[config.mk]
export PLATFORM = sky130hd
export DESIGN_NAME = alarm_protection_manager
export DESIGN_NICKNAME = d
export VERILOG_FILES = /design/src/alarm_pkg.sv /design/src/alarm_protection_manager.sv
export SDC_FILE = /design/constraint.sdc
export NUM_CORES = 1
export LEC_CHECK = 0
export BUFFER_PORTS_ARGS = -buffer_cell sky130_fd_sc_hd__buf_4
export CAP_MARGIN = 20
export CORE_ASPECT_RATIO = 1.75
export CORE_MARGIN = 2
export CORE_UTILIZATION = 45
export CTS_CLUSTER_DIAMETER = 200
export CTS_CLUSTER_SIZE = 8
export DETAILED_ROUTE_END_ITERATION = 10
export PLACE_DENSITY_LB_ADDON = 0.3
export SETUP_SLACK_MARGIN = 0.15
export SKIP_CTS_REPAIR_TIMING = 1
export SLEW_MARGIN = 0
export SYNTH_ARGS = -nofsm -noshare
export SYNTH_HDL_FRONTEND = slang
export SYNTH_SLANG_ARGS = --single-unit
[constraint.sdc]
create_clock -name SYS_CLK_IN -period 7.2 [get_ports SYS_CLK_IN]
set_clock_uncertainty 0.2 [all_clocks]
set_input_delay 0.72 -clock SYS_CLK_IN [delete_from_list [all_inputs] [get_ports SYS_CLK_IN]]
set_output_delay 0.72 -clock SYS_CLK_IN [all_outputs]
set_load 0.01 [all_outputs]
[src/alarm_pkg.sv]
// Constants, alarm codes and types for the alarm manager.
// Assumes a 200 MHz system clock and an APB register port.
package alarm_pkg;
   // Clock and timing
   localparam int unsigned CLK_PERIOD_NS = 5;
   localparam int unsigned MS_CYC = 1000000 / CLK_PERIOD_NS;
   localparam int unsigned BLINK_ON_MS = 200;
   localparam int unsigned BLINK_OFF_MS = 200;
   localparam int unsigned BLINK_GAP_MS = 1000;
   localparam int unsigned BLINK_ON_CYC = BLINK_ON_MS * MS_CYC;
   localparam int unsigned BLINK_OFF_CYC = BLINK_OFF_MS * MS_CYC;
   localparam int unsigned BLINK_GAP_CYC = BLINK_GAP_MS * MS_CYC;
   // Register byte offsets
   localparam logic [7:0] OFS_CTRL = 8'h00;
   localparam logic [7:0] OFS_DRV_LIM = 8'h04;
   localparam logic [7:0] OFS_MOT_LIM = 8'h08;
   localparam logic [7:0] OFS_OL_LIM = 8'h0C;
   localparam logic [7:0] OFS_VEL_LIM = 8'h10;
   localparam logic [7:0] OFS_CMD = 8'h14;
   localparam logic [7:0] OFS_STATUS = 8'h18;
   // Field positions
   localparam int CTRL_OUT_EN = 0;
   localparam int CTRL_OUT_POL = 1;
   localparam int CTRL_ACT_LO = 4;
   localparam int CMD_CLEAR = 0;
   localparam int CMD_RAISE = 1;
   localparam int CMD_RESET = 2;
   // Reset values
   localparam logic [15:0] RST_DRV_LIM = 16'h0055;
   localparam logic [15:0] RST_MOT_LIM = 16'h0050;
   localparam logic [15:0] RST_OL_LIM = 16'h01F4;
   localparam logic [15:0] RST_VEL_LIM = 16'h1000;
   // Alarm codes and blink counts
   localparam logic [7:0] CODE_NONE = 8'h00;
   localparam logic [7:0] CODE_STACK = 8'h90;
   localparam logic [7:0] CODE_SEQ_REF = 8'h94;
   localparam logic [7:0] CODE_CALC_OVF = 8'h98;
   localparam logic [7:0] CODE_PRM_RANGE = 8'h99;
   localparam logic [7:0] CODE_ZERO_DIV = 8'h9A;
   localparam logic [7:0] CODE_POS_BUSY = 8'h9D;
   localparam logic [7:0] CODE_VAR_REF = 8'h9E;
   localparam logic [7:0] CODE_PRM_WRITE = 8'h9F;
   localparam logic [7:0] CODE_MOTION = 8'hA0;
   localparam logic [7:0] CODE_USER = 8'hE0;
   localparam logic [7:0] CODE_DRV_HOT = 8'h21;
   localparam logic [7:0] CODE_MOT_HOT = 8'h26;
   localparam logic [7:0] CODE_OVERLOAD = 8'h30;
   localparam logic [7:0] CODE_VELOCITY_LIMIT = 8'h31;
   localparam logic [3:0] BLINK_SEQ = 4'h1;
   localparam logic [3:0] BLINK_HOT = 4'h2;
   // Clearing classes
   localparam logic [1:0] CLS_CMD = 2'h0;
   localparam logic [1:0] CLS_GONE = 2'h1;
   localparam logic [1:0] CLS_RESET = 2'h2;
   localparam logic [1:0] CLS_NEVER = 2'h3;
   // Reactions
   localparam logic [1:0] ACT_NONE = 2'h0;
   localparam logic [1:0] ACT_STOP = 2'h1;
   localparam logic [1:0] ACT_CUROFF = 2'h2;

   typedef struct packed {
      logic stack_ovf;
      logic seq_ref;
      logic calc_ovf;
      logic param_range;
      logic zero_div;
      logic var_ref;
      logic param_write;
      logic motion_clash;
   } seq_fault_t;

   typedef struct packed {
      logic [15:0] drive_temp;
      logic [15:0] motor_temp;
      logic [15:0] velocity;
      logic torque_at_max;
   } monitor_t;

   typedef enum logic [3:0] {
      BL_IDLE = 4'b0001,
      BL_ON = 4'b0010,
      BL_OFF = 4'b0100,
      BL_GAP = 4'b1000
   } blink_st_t;

   typedef struct packed {
      logic active;
      logic [7:0] code;
      logic [3:0] blinks;
      logic [1:0] cls;
      logic [1:0] act;
      logic out_en;
      logic out_pol;
      logic [1:0] act_cfg;
      logic [15:0] drv_lim;
      logic [15:0] mot_lim;
      logic [15:0] ol_lim;
      logic [15:0] vel_lim;
      logic [15:0] ol_cnt;
      logic [31:0] ms_cnt;
      blink_st_t bst;
      logic [31:0] btmr;
      logic [3:0] bcnt;
      logic led;
      logic alarm_query_cmd;
      logic stop;
      logic cur_off;
      logic grant;
      logic pready;
      logic slverr;
      logic [31:0] prdata;
   } state_t;
endpackage : alarm_pkg

[src/alarm_protection_manager.sv]
// Alarm manager: latches fault codes, blinks the indicator, drives the
// alarm output and stops motion or cuts current. APB register port.
// Assumes fault inputs are synchronous to SYS_CLK_IN.
`timescale 1ns/1ps
`default_nettype none

// What this block does
// RULE1 - Fault blinks indicator, drives configured alarm output
// RULE2 - Alarms stop motion or cut motor current; overload and overspeed alarms set to no reaction do neither
// RULE3 - Four clearing classes: command, condition gone, reset, never
// RULE4 - Stack exhausted gives 0x90, one blink, clearable
// RULE5 - Missing sequence call gives 0x94
// RULE6 - Arithmetic overflow gives 0x98
// RULE7 - Parameter out of range gives 0x99
// RULE8 - Divide by zero gives 0x9A
// RULE9 - Position write while moving refused, 0x9D
// RULE10 - Missing user variable gives 0x9E
// RULE11 - Forbidden parameter change gives 0x9F
// RULE12 - Clashing motion start gives 0xA0
// RULE13 - User raise command gives clearable 0xE0
// RULE14 - Driver overheat: 0x21, two blinks, current off
// RULE15 - Motor overheat: 0x26, current off
// RULE16 - Overload time exceeded: 0x30, configured reaction
// RULE17 - Overspeed: 0x31, configured reaction, clear when gone
// RULE18 - Alarm code readable on query
// RULE19 - Reset command or power cycle clears alarms
// RULE20 - No alarm: code zero, dark, normal operation
// RULE21 - Clear ignored while condition persists or unclearable
module alarm_protection_manager
   import alarm_pkg::*;
#(
   parameter int unsigned MS_TICK_CYC = MS_CYC,
   parameter int unsigned BLINK_ON = BLINK_ON_CYC,
   parameter int unsigned BLINK_OFF = BLINK_OFF_CYC,
   parameter int unsigned BLINK_GAP = BLINK_GAP_CYC
) (
   // Clock and reset
   input wire logic SYS_CLK_IN,
   input wire logic SRST_IN,
   // APB slave
   input wire logic PSEL_IN,
   input wire logic PENABLE_IN,
   input wire logic PWRITE_IN,
   input wire logic [7:0] PADDR_IN,
   input wire logic [31:0] PWDATA_IN,
   output logic [31:0] PRDATA_OUT,
   output logic PREADY_OUT,
   output logic PSLVERR_OUT,
   // Fault sources
   input wire seq_fault_t SEQ_FAULT_IN,
   input wire monitor_t MON_IN,
   input wire logic POS_WR_REQ_IN,
   input wire logic MOTION_BUSY_IN,
   // Alarm reactions
   output logic ALARM_LED_OUT,
   output logic ALARM_OUT,
   output logic MOTION_STOP_OUT,
   output logic CURRENT_OFF_OUT,
   output logic POS_WR_GRANT_OUT,
   output logic [7:0] ALARM_CODE_OUT
);

   if (MS_TICK_CYC < 1 || BLINK_ON < 1 || BLINK_OFF < 1 ||
       BLINK_GAP < 1) begin : g_param_check
      $error("Timing parameters must be at least one cycle");
   end

   state_t s_r;
   state_t s_nxt;
   logic drv_hot, mot_hot, ol_over, vel_over, hw_cand, cand, cond_now;
   logic acc, wr_done, mapped, cmd_clr, cmd_raise, cmd_rst, tick, clr_ok;
   logic [9:0] seq_ev;
   logic [7:0] c_code;
   logic [3:0] c_bl;
   logic [1:0] c_cls, c_act;
   logic [31:0] rd;

   always_comb begin
      s_nxt = s_r;
      drv_hot = MON_IN.drive_temp > s_r.drv_lim;
      mot_hot = MON_IN.motor_temp > s_r.mot_lim;
      ol_over = s_r.ol_cnt > s_r.ol_lim;
      vel_over = MON_IN.velocity > s_r.vel_lim;
      hw_cand = drv_hot | mot_hot | ol_over | vel_over;
      // Overload timer in ms ticks while torque is at maximum
      tick = s_r.ms_cnt == 32'(MS_TICK_CYC - 1);
      s_nxt.ms_cnt = tick ? 32'h0000_0000 : s_r.ms_cnt + 32'h0000_0001;
      if (!MON_IN.torque_at_max) begin
         s_nxt.ol_cnt = 16'h0000;
      end else if (tick && !ol_over) begin
         s_nxt.ol_cnt = s_r.ol_cnt + 16'h0001; // see RULE16
      end
      // APB: one wait state, write lands at the completing edge
      acc = PSEL_IN & PENABLE_IN;
      wr_done = acc & PWRITE_IN & s_r.pready;
      mapped = PADDR_IN <= OFS_STATUS && PADDR_IN[1:0] == 2'b00;
      rd = 32'h0000_0000;
      case (PADDR_IN)
         OFS_CTRL: rd = {26'h000_0000, s_r.act_cfg, 2'b00, s_r.out_pol,
                         s_r.out_en};
         OFS_DRV_LIM: rd = {16'h0000, s_r.drv_lim};
         OFS_MOT_LIM: rd = {16'h0000, s_r.mot_lim};
         OFS_OL_LIM: rd = {16'h0000, s_r.ol_lim};
         OFS_VEL_LIM: rd = {16'h0000, s_r.vel_lim};
         OFS_STATUS: rd = {16'h0000, drv_hot, mot_hot, ol_over, vel_over,
                           s_r.cls, 1'b0, s_r.active, s_r.code}; // see RULE18
         default: rd = 32'h0000_0000;
      endcase
      s_nxt.pready = acc & ~s_r.pready;
      s_nxt.slverr = acc & ~s_r.pready & ~mapped;
      if (acc && !s_r.pready) begin
         s_nxt.prdata = PWRITE_IN ? 32'h0000_0000 : rd;
      end
      if (wr_done) begin
         case (PADDR_IN)
            OFS_CTRL: begin
               s_nxt.out_en = PWDATA_IN[CTRL_OUT_EN];
               s_nxt.out_pol = PWDATA_IN[CTRL_OUT_POL];
               s_nxt.act_cfg = PWDATA_IN[CTRL_ACT_LO +: 2];
            end
            OFS_DRV_LIM: s_nxt.drv_lim = PWDATA_IN[15:0];
            OFS_MOT_LIM: s_nxt.mot_lim = PWDATA_IN[15:0];
            OFS_OL_LIM: s_nxt.ol_lim = PWDATA_IN[15:0];
            OFS_VEL_LIM: s_nxt.vel_lim = PWDATA_IN[15:0];
            default: s_nxt.act_cfg = s_nxt.act_cfg;
         endcase
      end
      cmd_clr = wr_done & PADDR_IN == OFS_CMD & PWDATA_IN[CMD_CLEAR];
      cmd_raise = wr_done & PADDR_IN == OFS_CMD & PWDATA_IN[CMD_RAISE];
      cmd_rst = wr_done & PADDR_IN == OFS_CMD & PWDATA_IN[CMD_RESET];
      seq_ev = {cmd_raise, POS_WR_REQ_IN & MOTION_BUSY_IN, SEQ_FAULT_IN};
      // Fault selection, monitors first
      cand = 1'b1;
      c_bl = BLINK_HOT;
      c_cls = CLS_GONE;
      c_act = s_r.act_cfg;
      c_code = CODE_NONE;
      if (drv_hot) begin
         c_code = CODE_DRV_HOT; // see RULE14
         c_act = ACT_CUROFF;
      end else if (mot_hot) begin
         c_code = CODE_MOT_HOT; // see RULE15
         c_act = ACT_CUROFF;
      end else if (ol_over) begin
         c_code = CODE_OVERLOAD; // see RULE16
      end else if (vel_over) begin
         c_code = CODE_VELOCITY_LIMIT; // see RULE17
      end else begin
         c_bl = BLINK_SEQ;
         c_cls = CLS_CMD; // see RULE3
         c_act = ACT_STOP; // see RULE2
         if (seq_ev[7]) c_code = CODE_STACK; // see RULE4
         else if (seq_ev[6]) c_code = CODE_SEQ_REF; // see RULE5
         else if (seq_ev[5]) c_code = CODE_CALC_OVF; // see RULE6
         else if (seq_ev[4]) c_code = CODE_PRM_RANGE; // see RULE7
         else if (seq_ev[3]) c_code = CODE_ZERO_DIV; // see RULE8
         else if (seq_ev[2]) c_code = CODE_VAR_REF; // see RULE10
         else if (seq_ev[1]) c_code = CODE_PRM_WRITE; // see RULE11
         else if (seq_ev[0]) c_code = CODE_MOTION; // see RULE12
         else if (seq_ev[8]) c_code = CODE_POS_BUSY; // see RULE9
         else if (seq_ev[9]) c_code = CODE_USER; // see RULE13
         else cand = 1'b0;
      end
      // Clearing by class; condition must be gone for monitor alarms
      case (s_r.code)
         CODE_DRV_HOT: cond_now = drv_hot;
         CODE_MOT_HOT: cond_now = mot_hot;
         CODE_OVERLOAD: cond_now = ol_over;
         CODE_VELOCITY_LIMIT: cond_now = vel_over;
         default: cond_now = 1'b0;
      endcase
      clr_ok = s_r.active & ((cmd_clr & (s_r.cls == CLS_CMD
               | (s_r.cls == CLS_GONE & ~cond_now))) // see RULE21
               | (cmd_rst & s_r.cls != CLS_NEVER)); // see RULE19
      if (clr_ok) begin
         s_nxt.active = 1'b0;
         s_nxt.code = CODE_NONE; // see RULE20
      end
      // A new fault wins over a clear in the same cycle
      if (!s_nxt.active && cand) begin
         s_nxt.active = 1'b1;
         s_nxt.code = c_code;
         s_nxt.blinks = c_bl;
         s_nxt.cls = c_cls;
         s_nxt.act = c_act;
      end
      // Indicator blink sequence: n pulses then a long gap
      s_nxt.btmr = s_r.btmr + 32'h0000_0001;
      case (s_r.bst)
         BL_IDLE: begin
            s_nxt.bst = BL_ON;
            s_nxt.btmr = 32'h0000_0000;
            s_nxt.bcnt = 4'h1;
         end
         BL_ON: begin
            if (s_r.btmr >= 32'(BLINK_ON - 1)) begin
               s_nxt.bst = BL_OFF;
               s_nxt.btmr = 32'h0000_0000;
            end
         end
         BL_OFF: begin
            if (s_r.btmr >= 32'(BLINK_OFF - 1)) begin
               s_nxt.btmr = 32'h0000_0000;
               if (s_r.bcnt >= s_r.blinks) begin
                  s_nxt.bst = BL_GAP;
               end else begin
                  s_nxt.bst = BL_ON;
                  s_nxt.bcnt = s_r.bcnt + 4'h1;
               end
            end
         end
         BL_GAP: begin
            if (s_r.btmr >= 32'(BLINK_GAP - 1)) begin
               s_nxt.bst = BL_ON;
               s_nxt.btmr = 32'h0000_0000;
               s_nxt.bcnt = 4'h1;
            end
         end
         default: s_nxt.bst = BL_IDLE;
      endcase
      if (!s_r.active || s_nxt.code != s_r.code) begin
         s_nxt.bst = BL_IDLE;
         s_nxt.btmr = 32'h0000_0000;
      end
      s_nxt.led = s_nxt.active & s_nxt.bst == BL_ON; // see RULE1
      s_nxt.alarm_query_cmd = s_nxt.out_en & (s_nxt.active ? s_nxt.out_pol
                                               : ~s_nxt.out_pol); // see RULE1
      s_nxt.stop = s_nxt.active & s_nxt.act != ACT_NONE; // see RULE2
      s_nxt.cur_off = s_nxt.active & s_nxt.act == ACT_CUROFF; // see RULE2
      s_nxt.grant = POS_WR_REQ_IN & ~MOTION_BUSY_IN; // see RULE9
   end

   always_ff @(posedge SYS_CLK_IN) begin
      if (SRST_IN) begin
         s_r <= '0;
         s_r.code <= CODE_NONE;
         s_r.cls <= CLS_CMD;
         s_r.act <= ACT_NONE;
         s_r.act_cfg <= ACT_STOP;
         s_r.drv_lim <= RST_DRV_LIM;
         s_r.mot_lim <= RST_MOT_LIM;
         s_r.ol_lim <= RST_OL_LIM;
         s_r.vel_lim <= RST_VEL_LIM;
         s_r.bst <= BL_IDLE;
      end else begin
         s_r <= s_nxt;
      end
   end

   assign PRDATA_OUT = s_r.prdata;
   assign PREADY_OUT = s_r.pready;
   assign PSLVERR_OUT = s_r.slverr;
   assign ALARM_LED_OUT = s_r.led;
   assign ALARM_OUT = s_r.alarm_query_cmd;
   assign MOTION_STOP_OUT = s_r.stop;
   assign CURRENT_OFF_OUT = s_r.cur_off;
   assign POS_WR_GRANT_OUT = s_r.grant;
   assign ALARM_CODE_OUT = s_r.code;
endmodule : alarm_protection_manager
`default_nettype wire

# Yosys cells after proc, flatten, opt, wreduce, memory -nomap -nowiden
# Index checks and enable logic that the tools add are counted.
word_totals:
  reg_bits: 212
  in_bits: 104
  output_inout_bits: 47
  elab_cells: 172
classes:
  n_addsub: 4
  order_cmp: 8
  eq_ne: 23
  n_mux: 62
  n_bitwise: 27
  reduce_logical: 23
op_table:
  columns: ["op", "n"]
  rows:
  - ["$pmux W32 S4", 1]
  - ["$mux W8", 14]
  - ["$pmux W16 S6", 1]
  - ["$mux W40", 2]
  - ["$mux W36", 2]
  - ["$mux W68", 1]
  - ["$add A32 B1 Y32 const B", 2]
  - ["$gt A16 B16 Y1", 4]
  - ["$mux W16", 4]
  - ["$eq A32 B18 Y1 const B", 1]
  - ["$eq A8 B6 Y1 const B", 4]
  - ["$ge A32 B26 Y1 const B", 1]
  - ["$ge A32 B28 Y1 const B", 1]
  - ["$mux W32", 1]
  - ["$eq A8 B5 Y1 const B", 3]
  - ["$mux W2", 10]
  - ["$and A1 B1 Y1", 19]
  - ["$mux W1", 19]
  - ["$mux W17", 1]
  - ["$add A16 B1 Y16 const B", 1]
  - ["$eq A8 B4 Y1 const B", 2]
  - ["$pmux W4 S4", 1]
  - ["$pmux W4 S3", 1]
  - ["$reduce_and A2 Y1", 5]
  - ["26 further kinds", 46]

# Longest topological paths before layout
# Gate-level depths: netlist of run 1.
depth:
  word_depth: 26
  depth_mapped: 15
  depth_no_buf: 12

# Least setup slack after synthesis of run 1
# No wires, ideal clock.
synth_path:
  kind: "in2reg"
  from: "in MON_IN[18] (netlist bit)"
  to: "reg s_r[47] (netlist bit)"
  setup_ns: 0.078
  t_arrival_ns: 3.786
  required_ns: 6.922
  path_slack_ns: 3.136
  stages: 13
  n_path_buf: 2
  path_cell_list: "ha_1 nor2b_1 o211ai_1 a21boi_1 o41a_1 or2_1 or4_1 nand2_1 a41oi_1 or4_1 buf_2 buf_6 nor3_1"
synth_via:
  elab_chain_len: 15
  word_cells_on_any_way: 19
  classes_between: "order compare (1); eq/ne (1); mux (7); bitwise (6); reduce/logical (4)"
synth_lines:
  columns: ["item", "line_no", "rtl"]
  rows:
  - ["from (decl)", "alarm_protection_manager.sv:51", "input wire monitor_t MON_IN,"]
  - ["$gt A16 B16 Y1 (*)", "alarm_protection_manager.sv:81", "mot_hot = MON_IN.motor_temp > s_r.mot_lim;"]
  - ["$pmux W1 S4", "alarm_protection_manager.sv:165", "case (s_r.code)"]
  - ["$not A1 Y1", "alarm_protection_manager.sv:173", "| (s_r.cls == CLS_GONE & ~cond_now)))"]
  - ["$and A1 B1 Y1", "alarm_protection_manager.sv:173", null]
  - ["$or A1 B1 Y1", "alarm_protection_manager.sv:173", null]
  - ["$and A1 B1 Y1", "alarm_protection_manager.sv:172", "clr_ok = s_r.active & ((cmd_clr & (s_r.cls == CLS_CMD"]
  - ["$or A1 B1 Y1", "alarm_protection_manager.sv:174", "| (cmd_rst & s_r.cls != CLS_NEVER));"]
  - ["$and A1 B1 Y1", "alarm_protection_manager.sv:172", null]
  - ["$mux W9", "alarm_protection_manager.sv:175", "if (clr_ok) begin"]
  - ["$logic_not A1 Y1", "alarm_protection_manager.sv:180", "if (!s_nxt.active && cand) begin"]
  - ["$logic_and A1 B1 Y1", "alarm_protection_manager.sv:180", null]
  - ["$mux W17 (*)", "alarm_protection_manager.sv:180", null]
  - ["$ne A8 B8 Y1 (*)", "alarm_protection_manager.sv:221", "if (!s_r.active || s_nxt.code != s_r.code) begin"]
  - ["$logic_or A1 B1 Y1 (*)", "alarm_protection_manager.sv:221", null]
  - ["$reduce_or A2 Y1 (no source line) (*)", null, null]
  - ["to (signal assigned)", "alarm_protection_manager.sv:246", "s_r <= s_nxt;"]
  - ["to (decl)", "alarm_protection_manager.sv:68", "state_t s_r;"]
# Every way passes the cells marked *; elsewhere a longest branch is shown, timed or not.
# A chain may end at the register's enable or synchronous reset.

# Final worst setup path of run 1
layout_path:
  from: "reg s_r[160] (netlist bit)"
  to: "reg s_r[51] (netlist bit)"
layout_via:
  elab_chain_len: 15
  word_cells_on_any_way: 19
  classes_between: "order compare (1); eq/ne (1); mux (7); bitwise (6); reduce/logical (4)"
layout_lines:
  columns: ["item", "line_no"]
  rows:
  - ["$gt A16 B16 Y1 (*)", "alarm_protection_manager.sv:81"]
  - ["$pmux W1 S4", "alarm_protection_manager.sv:165"]
  - ["$not A1 Y1", "alarm_protection_manager.sv:173"]
  - ["$and A1 B1 Y1", "alarm_protection_manager.sv:173"]
  - ["$or A1 B1 Y1", "alarm_protection_manager.sv:173"]
  - ["$and A1 B1 Y1", "alarm_protection_manager.sv:172"]
  - ["$or A1 B1 Y1", "alarm_protection_manager.sv:174"]
  - ["$and A1 B1 Y1", "alarm_protection_manager.sv:172"]
  - ["$mux W9", "alarm_protection_manager.sv:175"]
  - ["$logic_not A1 Y1", "alarm_protection_manager.sv:180"]
  - ["$logic_and A1 B1 Y1", "alarm_protection_manager.sv:180"]
  - ["$mux W17 (*)", "alarm_protection_manager.sv:180"]
  - ["$ne A8 B8 Y1 (*)", "alarm_protection_manager.sv:221"]
  - ["$logic_or A1 B1 Y1 (*)", "alarm_protection_manager.sv:221"]
  - ["$reduce_or A2 Y1 (no source line) (*)", null]
# Marked as above.

==> run summary, run 1 <==
The flow ran to the end, and the final reports show no timing, DRC or antenna violations. The flip-flop count of the largest register, all copies and words added was 161. Yosys attributes the largest share of cell area to dfxtp_1, ha_1, nand2_1. After floorplanning, the core was divided into 75 placement rows. In this run the static leakage power is 4.54 nW. The transition time at the pin with the least slew margin came out at 0.981 ns. Dividing the synthesized area by the synthesized cell count gives 7.87 um2. The biggest area contributor in the post-synthesis netlist is dfxtp_1.

Subtracting the final worst setup slack from the clock period gives 4.58 ns. The tools report the number of global-route vias before repair as 9,673. The slowest stage of the critical path belongs to the cell o41a_1. For this run, the number of Yosys warnings is 0. The most frequent cell on the critical path is nand3_1.

During I/O placement, the number of pins put on the boundary was 151. At the end of the flow the core is filled with cells to 51.6%. Data on the critical path is required at its endpoint by 7.36 ns. The worst setup path is captured at a register.

The CTS clock-pin slew for the worst setup and hold paths came out at 0.07 ns. The final weighted congestion of routability-driven global placement is 0.946. TritonCTS built the clock tree. The number of enable flip-flop cells after synthesis came out at 0. The floorplan step defined a core boundary enclosing 23,800 um2. The number of antenna diodes in the final layout is 0.

Ranked by flip-flop count, first place goes to s_r. The share of the synthesized area in the top cell type is 35.5%. The routed design has 31,200 um of wire. Summing all placed instances gives a cell area of 11,700 um2.

The placed wire-length estimate after detailed placement was 23,900 um. From synthesis to final layout, the design area changed by 13.4%. The combined area of all synthesized cells is 10,800 um2, and the total vias in the final route is 9,977. CTS saw 192 sinks.

The logs give 0.255 ns for the final hold slack and 4.74 ns for the arrival time reported for the critical path endpoint. The logs give 0 for the final antenna-violating net count and 0 ns for the final setup TNS. TritonCTS created 17 clock buffers. The largest net degree at the start of global routing came out at 91.

After synthesis the netlist holds a flip-flop and latch count of 192. The period utilization is 63.7%, and the number of buffers added on ports is 118. The logs give 0 for the final-report setup violation count and 2,364 for the total of fill cells in the finished design.

The run gives 0 as the remaining design rule violation count. The final count of hold timing violations was 0. After synthesis, flip-flops and latches occupy 35.5% of the total area. The clock insertion delay at the later pin of the skew report is 0.44 ns. The run gives 48,100 um as the wire length of the first global-routing pass. The post-route netlist has 12.9% of its cells at a drive strength greater than 1. The number of levels in the clock H-tree was 4.

The number of buffers and inverters on the critical path is 2. The tools report the startpoint class of the critical path as a register. For the maximum clock frequency, the log shows 0.218 GHz. The number of pins with negative max-slew slack in the final report is 0. Setup repair after global routing left no endpoint under its margin. Yosys mapped the design onto 71 distinct sky130hd cell types. In this run the clock root is driven by a clkbuf_16.

The type of the worst setup path was reg -> reg. The die is 121 um wide. The maximum ir drop on the vdd rail is 176 uV.

For this run, asynchronously set or reset flops after synthesis account for 0%. The largest stage delay on the critical path works out to 0.59 ns. The number of instances in the synthesized netlist was 1,377.

The signal on the critical path passes through inv_1, ha_1, nor2b_1, o211ai_1, a21boi_1, o41a_1, nor2_1, nand3_1, nand3_1, o2111ai_1, or4_1, buf_4, nor3_1. The clock passes through at most 2 buffers. The classification of the worst-slack hold path is reg -> reg. The post-detailed-route via-to-cell ratio is 5.66. In the final routed layout, each cell accounts on average for 17.7 um.

For this run, the detailed router's first-pass iteration total came to 6. In this run the power density over the cells is 179 nW/um2. The largest fanout on the critical path is 32, and the total grt overflow is 0.

In the global route stage, overall resource usage came out at 24.4%. After routing the design area is 12,300 um2. The die covers 25,400 um2. In the synthesized netlist the dominant register cell turns out to be dfxtp_1. The number of nets in the layout is 1,616.

The run gives 0 as the number of antenna violations at the first check in global routing. The tool flagged a number of max-cap violations equal to 0. The die is 209 um tall. Once the floorplan was initialized, standard cells occupied 45.5% of the core. Among cell families on the critical path, the largest total delay comes from simple AND/OR/NAND/NOR gates. The initial DRC count was 837. For the worst max-slew margin expressed relative to the limit, the log shows 34.6%.
[cell usage after synthesis, types with 10 or more instances]
| master | number |
|---|---|
| xor2_1 | 38 |
| buf_4 | 40 |
| a21o_1 | 10 |
| a222oi_1 | 10 |
| o211ai_1 | 20 |
| nand3_1 | 50 |
| nor3_2 | 21 |
| nor2_1 | 123 |
| and3_1 | 22 |
| inv_1 | 86 |
| nor4_1 | 12 |
| clkbuf_1 | 48 |
| mux2i_1 | 12 |
| a21oi_1 | 133 |
| ha_1 | 70 |
| dfxtp_1 | 192 |
| a22oi_1 | 13 |
| o21ai_0 | 45 |
| nand2_1 | 207 |
| nor3_1 | 32 |
| xnor2_1 | 25 |
| nand4_1 | 20 |
| nor2b_1 | 10 |
| or3_1 | 22 |
[area by class of cell]
| cell class | instances | area (um2) | share of cell area (%) |
|---|---|---|---|
| Multi-Input combinational cell | 1018 | 6220 | 50.6 |
| Sequential cell | 192 | 3840 | 31.3 |
| Inverter | 87 | 327 | 2.66 |
| Tap cell | 308 | 385 | 3.13 |
| Timing Repair Buffer | 126 | 952 | 7.75 |
| Clock inverter | 12 | 135 | 1.10 |
| Clock buffer | 19 | 433 | 3.52 |
[worst reg2reg max path: cells and delay by family, from the launching register on]
family / cells / cell delay, ns
AOI/OAI and AO/OA: 4 / 1.11
and+or+nand+nor: 6 / 2.05
DFF: 1 / 0.47
adders and majority gates: 1 / 0.30
buffers and inverters: 2 / 0.37
[where the power goes]
part           internal [mW]  total [mW]  switching, mW
combinational         0.0738       0.184          0.110
clock                  0.513       0.936          0.423
sequential              1.07        1.08        0.00988
[stage by stage]
stage	total power [mW]	std cells	worst slack [ns]
after CTS	2.21	1760	2.74
after global routing	2.28	1762	2.36
after floorplan	1.21	1392	3.14
final	2.20	1762	2.62
after detailed placement	1.28	1729	2.43
after global placement	1.28	1727	2.51
[final timing paths]
check / depth (start not counted) / startpoint / to / slack [ns]
setup / recovery: 13 / s_r[160] / s_r[51] / 2.62
hold / removal: 2 / s_r[172] / s_r[172] / 0.25
setup reg to reg: 13 / s_r[160] / s_r[51] / 2.62
hold reg to reg: 2 / s_r[172] / s_r[172] / 0.25
[logic make-up (layout without fill, tap and decap cells)]
logic type	after synthesis	count (layout)	synth area share, %
compound gates	288	288	16.7
xor+xnor	63	63	5.09
fa+ha+maj	70	70	8.08
buf+inv	182	244	7.92
flops	192	192	35.5
mux	12	12	1.11
other cells	1	16	0.0346
simple gates	569	569	25.6
[routing by layer]
layer / global-route usage (%) / up-vias / wire (um)
met2: 45.2 / 334 / 16400
met5: 0 / - / 0
met3: 4.08 / 112 / 1490
li1: - / 4875 / -
met4: 17.3 / 0 / 2340
met1: 24.1 / 4656 / 11000
[cells in the final DEF, fill, tap and decap left out, types with 4 or more instances in the layout]
cell type  synthesis  routed
nand2_1          207     207
dfxtp_1          192     192
a21oi_1          133     133
nor2_1           123     123
buf_4             40     122
inv_1             86      86
ha_1              70      70
nand3_1           50      50
o21ai_0           45      45
xor2_1            38      38
nor3_1            32      31
xnor2_1           25      25
nor3_2            21      22
and3_1            22      22
or3_1             22      22
o211ai_1          20      20
nand4_1           20      20
clkbuf_16          0      17
conb_1             1      16
a22oi_1           13      13
nor4_1            12      12
mux2i_1           12      12
nor2b_1           10      10
a21o_1            10      10
a222oi_1          10      10
and2_1             8       8
and4_1             7       7
or4_1              7       7
nand2b_1           7       7
nand3b_1           6       6
o21a_1             5       5
a21boi_1           4       4
a211oi_1           4       4
Power figures use the tool's default switching activity.
==> inputs of run 2 (changes only) <==
ABC_AREA = 1   (was unset)
clock period = 4.21 ns   (was 7.2 ns; I/O delays follow)
==> run 2 against run 1 <==
- sequential share of layout area shrank 2.2 points
- largest power group unchanged
- synthesized cell count up 23%
- worst setup slack worse by 2.0 ns
- clock power is 78% higher
- highest routed layer unchanged
- register-to-register slack got worse by 2.0 ns
==> run summary, run 2 <==
The total leakage power is 5.41 nW, and the xor and xnor area share after synthesis is 1.73%. The detailed router placed 11,600 vias in this run. Cell class contributing the biggest share of worst-path delay: simple AND/OR/NAND/NOR gates. The antenna diode count came out at 0. Dividing the synthesized area by the synthesized cell count gives 6.87 um2. The share of layout cells above drive strength 1 is 12.4%.

For the final-report setup violation count, the log shows 0. The worst path meets setup with 0.581 ns of slack. The maximum ir drop on the vdd rail is 317 uV, and the total grt overflow is 0. The worst register-to-register path has a setup slack of 0.58 ns.

The routed wire length was 35,200 um; the largest stage delay on the critical path was 0.41 ns. Synthesis produced a netlist whose cell count is 1,694. The transition time at the pin with the least slew margin works out to 0.864 ns. Once detail routing completed, the nets flagged for antenna violations numbered 0. The run gives 3840 um2 as the sequential cell area.

The startpoint class of the critical path is a register. Of the available clock period, the critical path in the final layout requires 86.2%. The standard-cell row count came out at 77. The smallest clock period supported by the final layout is computed as 3.63 ns. Adding up every negative setup slack in the final design gives 0 ns. Summing internal, switching and leakage power gives 3.84 mW. Dividing the detail-routed wire length by the instance count gives 16.7 um. The max-cap violation count was 0; the number of global-route vias before repair was 10,900. After routing the design area is 13,200 um2.

The placed instances occupy a cell area of 12,600 um2. The first global-routing pass estimated 55,100 um of wire. The largest fanout on the critical path is 35, and the area growth from synthesis to layout is 13.6%. For this run, the share of the core covered by cells in the final layout is 52.2%. In this run the count of I/O pins placed on the die edge is 151. Most frequent cell on the critical path: nand2_1. Endpoint of the worst register-to-register path: s_r[65].

Summing all multi-input logic gate instances after layout gives 6410 um2. The number of enable flip-flop cells after synthesis was 0. The register bit count reported by yosys was 192. The run gives 46.0% as the starting density of the core. Global routing consumed, over all layers together, 25.5% of the routing resources.

The cell depth of the worst flop-to-flop path was 20. The cell accounting for the most synthesized area is dfxtp_1. The die is 217 um tall. Entering global routing, the biggest net connects 60 pins. Leaving out fill and tap cells, the most frequent cell in the layout is nand2_1. The tools report the final hold slack as 0.00238 ns. The worst hold path terminates at s_r[175].

The register containing the most flip-flops in the final layout is s_r. The CTS clock-pin slew for the worst setup and hold paths is 0.07 ns. TritonCTS built the clock tree.

The run finished with clean final reports. In the routed layout, each cell is associated on average with a via count of 5.51. Sorting the synthesized cells by area gives the leading types as dfxtp_1, nand2_1, inv_1.

The arithmetic-cell share of the synthesized area counting full adders, half adders and majority gates was 7.52%; the number of nets in the layout was 1,949. In this run, placement finished with an instance count of 2,069. In the layout the commonest cells are nand2_1, inv_1, dfxtp_1, nor2_1, a21oi_1. TritonCTS created 17 clock buffers. For the worst-skew pair, the clock arrives at the later sink with an insertion delay of 0.45 ns.

Setup repair after global routing left no endpoint under its margin. The tools report the launch instance of the worst register-to-register path as s_r[158]. The number of cells on the worst hold path was 3. The x dimension of the die was 126 um. The number of buffers and inverters on the critical path is 2. For the combined area of all synthesized cells, the log shows 11,600 um2.

The classification of the worst-slack hold path was in -> reg. Combinational family with the most area after synthesis: simple AND/OR/NAND/NOR gates. Of the synthesized area, sequential elements account for 33.0%. For the final count of hold timing violations, the log shows 0. The register with the most flip-flops in the layout has 161 of them. Fill cells in the final layout number 2,519. The worst setup path is captured at a register. The tools report the die outline area as 27,200 um2.

For this run, the leading register cell type out of synthesis is dfxtp_1. The count of cell types in the netlist was 53. The maximum buffer depth of the clock tree was 2. The multiplexer area fraction after synthesis is 0%. The first routing iteration left 947 violations. The critical path goes through inv_1, ha_1, nand2_2, nor4_4, nand2_1, nand2_1, nand3_1, nand2_1, o21ai_1, nand2_1, nand3_2, nand2_4, nand2_1, nand2_1, nand2_1, o211ai_1, nor2_2, nand3_4, buf_6, nor2_1. The most frequent cell after synthesis is nand2_1. The tools report the number of levels in the clock H-tree as 4. The worst pin sits at a relative slew slack of 42.4%.

The number of antenna violations at the first check in global routing came out at 0. The logs give 192 for the number of clock sinks seen by CTS and 3.76 ns for the arrival time reported for the critical path endpoint. OpenSTA, run right after detailed placement, puts the worst setup slack at 0.478 ns. The tools report the count of TritonRoute iterations in the first routing pass as 5.

Of the post-synthesis cell area, the dominant cell type holds 33.0%. The placeable core region is 25,300 um2. The critical path in this run is classified as reg -> reg.

Hold path startpoint: PWDATA_IN[0]. The synthesized netlist devotes 16.1% of its cell area to compound gates. The congestion estimate from routability-driven global placement came to 0.955. The number of pins with negative max-slew slack in the final report is 0, and the total power density per cell area is 290 nW/um2. For this run, the top clock speed supported by timing is 0.276 GHz. By count the netlist is led by nand2_1, inv_1, dfxtp_1. The async set or reset register ratio after synthesis works out to 0%. The number of buffers added on ports came out at 118.

The root buffer cell chosen for the clock tree is clkbuf_16. The run gives 27,600 um as the placed wire-length estimate after detailed placement. Summing the areas of all and, or, nand and nor instances in the mapped netlist gives 29.2% of the synthesized area. For this run, design rule violations remaining after detail routing come to 0.

For the number of warning messages in the yosys log, the log shows 0. The slowest stage of the critical path belongs to the cell dfxtp_1. At the worst endpoint, the required time is 4.34 ns. The finished layout holds 2,104 standard cells, fillers aside.
-- run 2: changes by cell type after synthesis, moves of 19 or more --
cell	before	now
inv_1	86	236
nor2_1	123	183
o21ai_0	45	102
nor3_1	32	88
nand3_1	50	104
nand2_1	207	252
a21oi_1	133	163
or3_1	22	0
and3_1	22	1
xnor2_1	25	4
xor2_1	38	19
-- run 2: metal layers --
| layer | global-route usage, % | part of all wire [%] |
|---|---|---|
| met3 | 3.61 | 3.9 |
| met5 | 0 | 0 |
| met1 | 26.3 | 37 |
| met4 | 18.4 | 7.4 |
| met2 | 46.6 | 51 |
-- run 2: where the power goes --
group / switching, mW / leakage [nW] / total (mW) / internal, mW
clock: 0.748 / 0.284 / 1.67 / 0.923
sequential: 0.0157 / 1.55 / 1.84 / 1.83
combinational: 0.195 / 3.57 / 0.325 / 0.130
-- run 2: cells by family after synthesis --
family                     Yosys count
AOI/OAI and AO/OA                  338
xor gates and xnor gates            23
adders and majority gates           70
buffers and inverters              336
DFF                                192
other                                1
and+or+nand+nor                    734
-- run 2: final cells by class --
| type | count | area share (%) |
|---|---|---|
| clock inverter | 12 | 1.02 |
| clock buffer | 20 | 3.53 |
| inverter | 239 | 6.78 |
| timing repair buffer | 144 | 8.23 |
| multi-input combinational | 1181 | 48.4 |
| tap | 316 | 2.99 |
| sequential | 192 | 29.0 |
-- run 2: worst max-delay path by stage --
| stage | startpoint | end | slack [ns] | cells past startpoint |
|---|---|---|---|---|
| 2_1_floorplan | MON_IN[48] | s_r[54] | 1.34 | 17 |
| 3_5_place_dp | MON_IN[32] | s_r[73] | 0.48 | 18 |
| 3_3_place_gp | MON_IN[32] | s_r[73] | 0.53 | 18 |
| 6_report | s_r[158] | s_r[65] | 0.58 | 20 |
| 5_1_grt | s_r[170] | s_r[70] | 0.22 | 19 |
| 4_1_cts | s_r[158] | s_r[73] | 0.52 | 20 |
-- run 2: worst reg2reg max path, delay by kind of cell, from the launching register on --
kind | cells | cell delay (ns)
and+or+nand+nor | 15 | 2.05
AOI/OAI and AO/OA | 2 | 0.16
adders and majority gates | 1 | 0.30
buffers and inverters | 2 | 0.38
DFF | 1 | 0.41
==> inputs of run 3 (changes only) <==
ABC_AREA = unset   (was 1)
SETUP_SLACK_MARGIN = 0.3   (was 0.15)
==> run 3 against run 2 <==
- sequential share of layout area is 0.58 points higher
- routed wire length decreased by 6.9%
- sequential cell count stayed put
- critical path depth fell by 7
- fmax fell by 11%
- final cell count down 14%
- combinational power grew 14%
- critical path type unchanged
- hold slack better by 0.053 ns
- die area fell by 6.8%
- first-iteration DRC count is 31% lower
- sequential power barely moved
- power increased by 2.2%
==> run summary, run 3 (synthesis results as in run 1) <==
The standard-cell row count is 75. The run finished with clean final reports. The period utilization was 96.6%; the placed wire-length estimate after detailed placement was 24,400 um.

Once the floorplan was initialized, standard cells occupied 45.5% of the core. Of all nets on the critical path, the largest fanout is 8. Once routing completed, OpenROAD measured the worst setup slack at 0.142 ns.

For this run, design rule violations remaining after detail routing come to 0. The post-detailed-route via-to-cell ratio is 5.73. The library cell used most frequently in the layout, excluding fill and tap cells, is nand2_1. In this run, CTS created clock tree buffers numbering 17. Setup slack on the worst reg-to-reg path comes out at 0.14 ns. For the largest net degree at the start of global routing, the log shows 90. The number of clock sinks seen by CTS came out at 192.

The worst register-to-register path ends at s_r[47]. For the worst setup path, the data required time is 4.39 ns. The maximum clock frequency was 0.246 GHz; the time the worst path needs with I/O delays and setup was 4.07 ns.

After clock tree synthesis, the clock-pin slew on the worst setup and hold paths is 0.08 ns. The share of layout cells above drive strength 1 is 19.1%. The cell sitting at the root of the clock tree is a clkbuf_16. Pin placement for this block handled 151 I/O pins.

The hold path startpoint is PWDATA_IN[9]. For this design the ratio of total power to cell area is 301 nW/um2. The tools report the overall routing resource usage as 25.0%. The run gives 0 ns as the final setup TNS. The min-delay analysis places its worst path in the category in -> reg. In the layout the commonest cells are nand2_1, dfxtp_1, buf_4, a21oi_1, nor2_1.

The region available for standard cell placement spans 23,800 um2. The clock insertion delay at the later pin of the skew report was 0.45 ns. The tools report the total of fill cells in the finished design as 2,246. The die is 209 um tall. The first detailed-routing pass ran for 6 iterations. The cell depth of the worst flop-to-flop path was 13. Setup repair after global routing could not meet its margin everywhere. The initial DRC count was 658; the post-placement cell count was 1,753.

The worst pin sits at a relative slew slack of 29.6%. The number of antenna diodes in the final layout is 0. Cells fill 54.8% of the core in the end. The final count of hold timing violations came out at 0. After detailed routing, the total wire length is 32,700 um. Final hold slack: 0.0555 ns. In this run the tool buffered the top-level ports with 118 buffer cells.

The post-detailed-route wirelength per cell came out at 18.2 um. The launch instance of the worst register-to-register path is s_r[157]. Number of global-route vias before repair: 9,940.

The startpoint class of the critical path was a register. The number of cells on the worst hold path is 3, and the number of pins with negative max-slew slack in the final report is 0. For the final-report setup violation count, the log shows 0. The end point of the critical path is s_r[47]. From synthesis to final layout, the design area changed by 20.4%. The register with the most flip-flops in the layout has 161 of them. The logs give 0 for the final antenna-violating net count and 5.02 nW for the total leakage power. At the pin with the least slew margin, the transition time is 1.05 ns. The count of non-filler cells in the finished layout is 1,802. Summing all placed instances gives a cell area of 11,900 um2.

The max-cap violation count is 0, and the x dimension of the die is 121 um. The logs give 0.948 for the final weighted congestion of routability-driven global placement and 13,100 um2 for the final instance area. The arrival time reported for the critical path endpoint came out at 4.24 ns. The total grt overflow was 0; the number of antenna violations at the first check in global routing was 0. The first global-routing pass estimated 49,400 um of wire. The type of the worst setup path is reg -> reg. The die covers 25,400 um2. The logs give 276 uV for the maximum ir drop on the vdd rail and 10,300 for the total vias in the final route. Overall power consumption after layout is estimated at 3.93 mW. The run gives 4 as the number of levels in the clock H-tree. The final layout contains 1,655 nets.

For the maximum buffer depth of the clock tree, the log shows 2. The most critical setup path has its startpoint at s_r[157]. TritonCTS built the clock tree.

The run gives -0.0844 ns as the placement-stage worst setup slack. STA classifies the critical path endpoint as a register. Ranked by flip-flop count, first place goes to s_r.
[run 3: cell count changes in the layout (fill, tap and decap cells not counted), moves of 32 or more]
cell     before  now
a21oi_1     163  131
inv_1       235   82
nand2_1     252  206
nand3_1     104   50
nor2_1      183  122
nor3_1       88   21
o21ai_0     102   45
[run 3: worst max-delay path, cell delays in order, from the launching register on]
cell,delay (ns)
dfxtp_2,0.35
inv_2,0.05
ha_4,0.21
nand4_1,0.21
nor3_2,0.07
a2111o_1,0.44
o31a_1,0.43
a2111o_1,0.46
and3_1,0.18
and4bb_2,0.34
o2111ai_2,0.15
or4_4,0.53
clkbuf_16,0.21
nor3_4,0.16
[run 3: worst min-delay path by stage]
stage / slack (ns) / end
3_3_place_gp: 0.24 / s_r[171]
2_1_floorplan: 0.23 / s_r[42]
6_report: 0.06 / s_r[136]
4_1_cts: -0.04 / POS_WR_GRANT_OUT
5_1_grt: 0.05 / s_r[184]
3_5_place_dp: 0.25 / s_r[42]
[run 3: power by group]
| part | total, mW | internal [mW] | switching [mW] |
|---|---|---|---|
| registers | 1.84 | 1.83 | 0.0165 |
| clock network | 1.71 | 0.932 | 0.779 |
| logic | 0.370 | 0.156 | 0.214 |
| total | 3.93 | 2.92 | 1.01 |
[run 3: per-layer routing]
layer	GRT usage, %	wire length [um]	vias to the layer above
met5	0	0	-
met4	16.3	2320	0
met3	4.13	1480	125
met2	46.6	17500	339
met1	25.0	11400	4894
li1	-	-	4964
[run 3: area by class of cell]
class / count / area (um2) / area share, %
flip-flops and latches: 192 / 3870 / 29.6
repair buffers: 165 / 1310 / 10.0
inverters: 87 / 327 / 2.50
multi-input cells: 1018 / 6550 / 50.2
clock inverters: 13 / 163 / 1.25
well taps: 308 / 385 / 2.95
clock buffers: 19 / 453 / 3.47
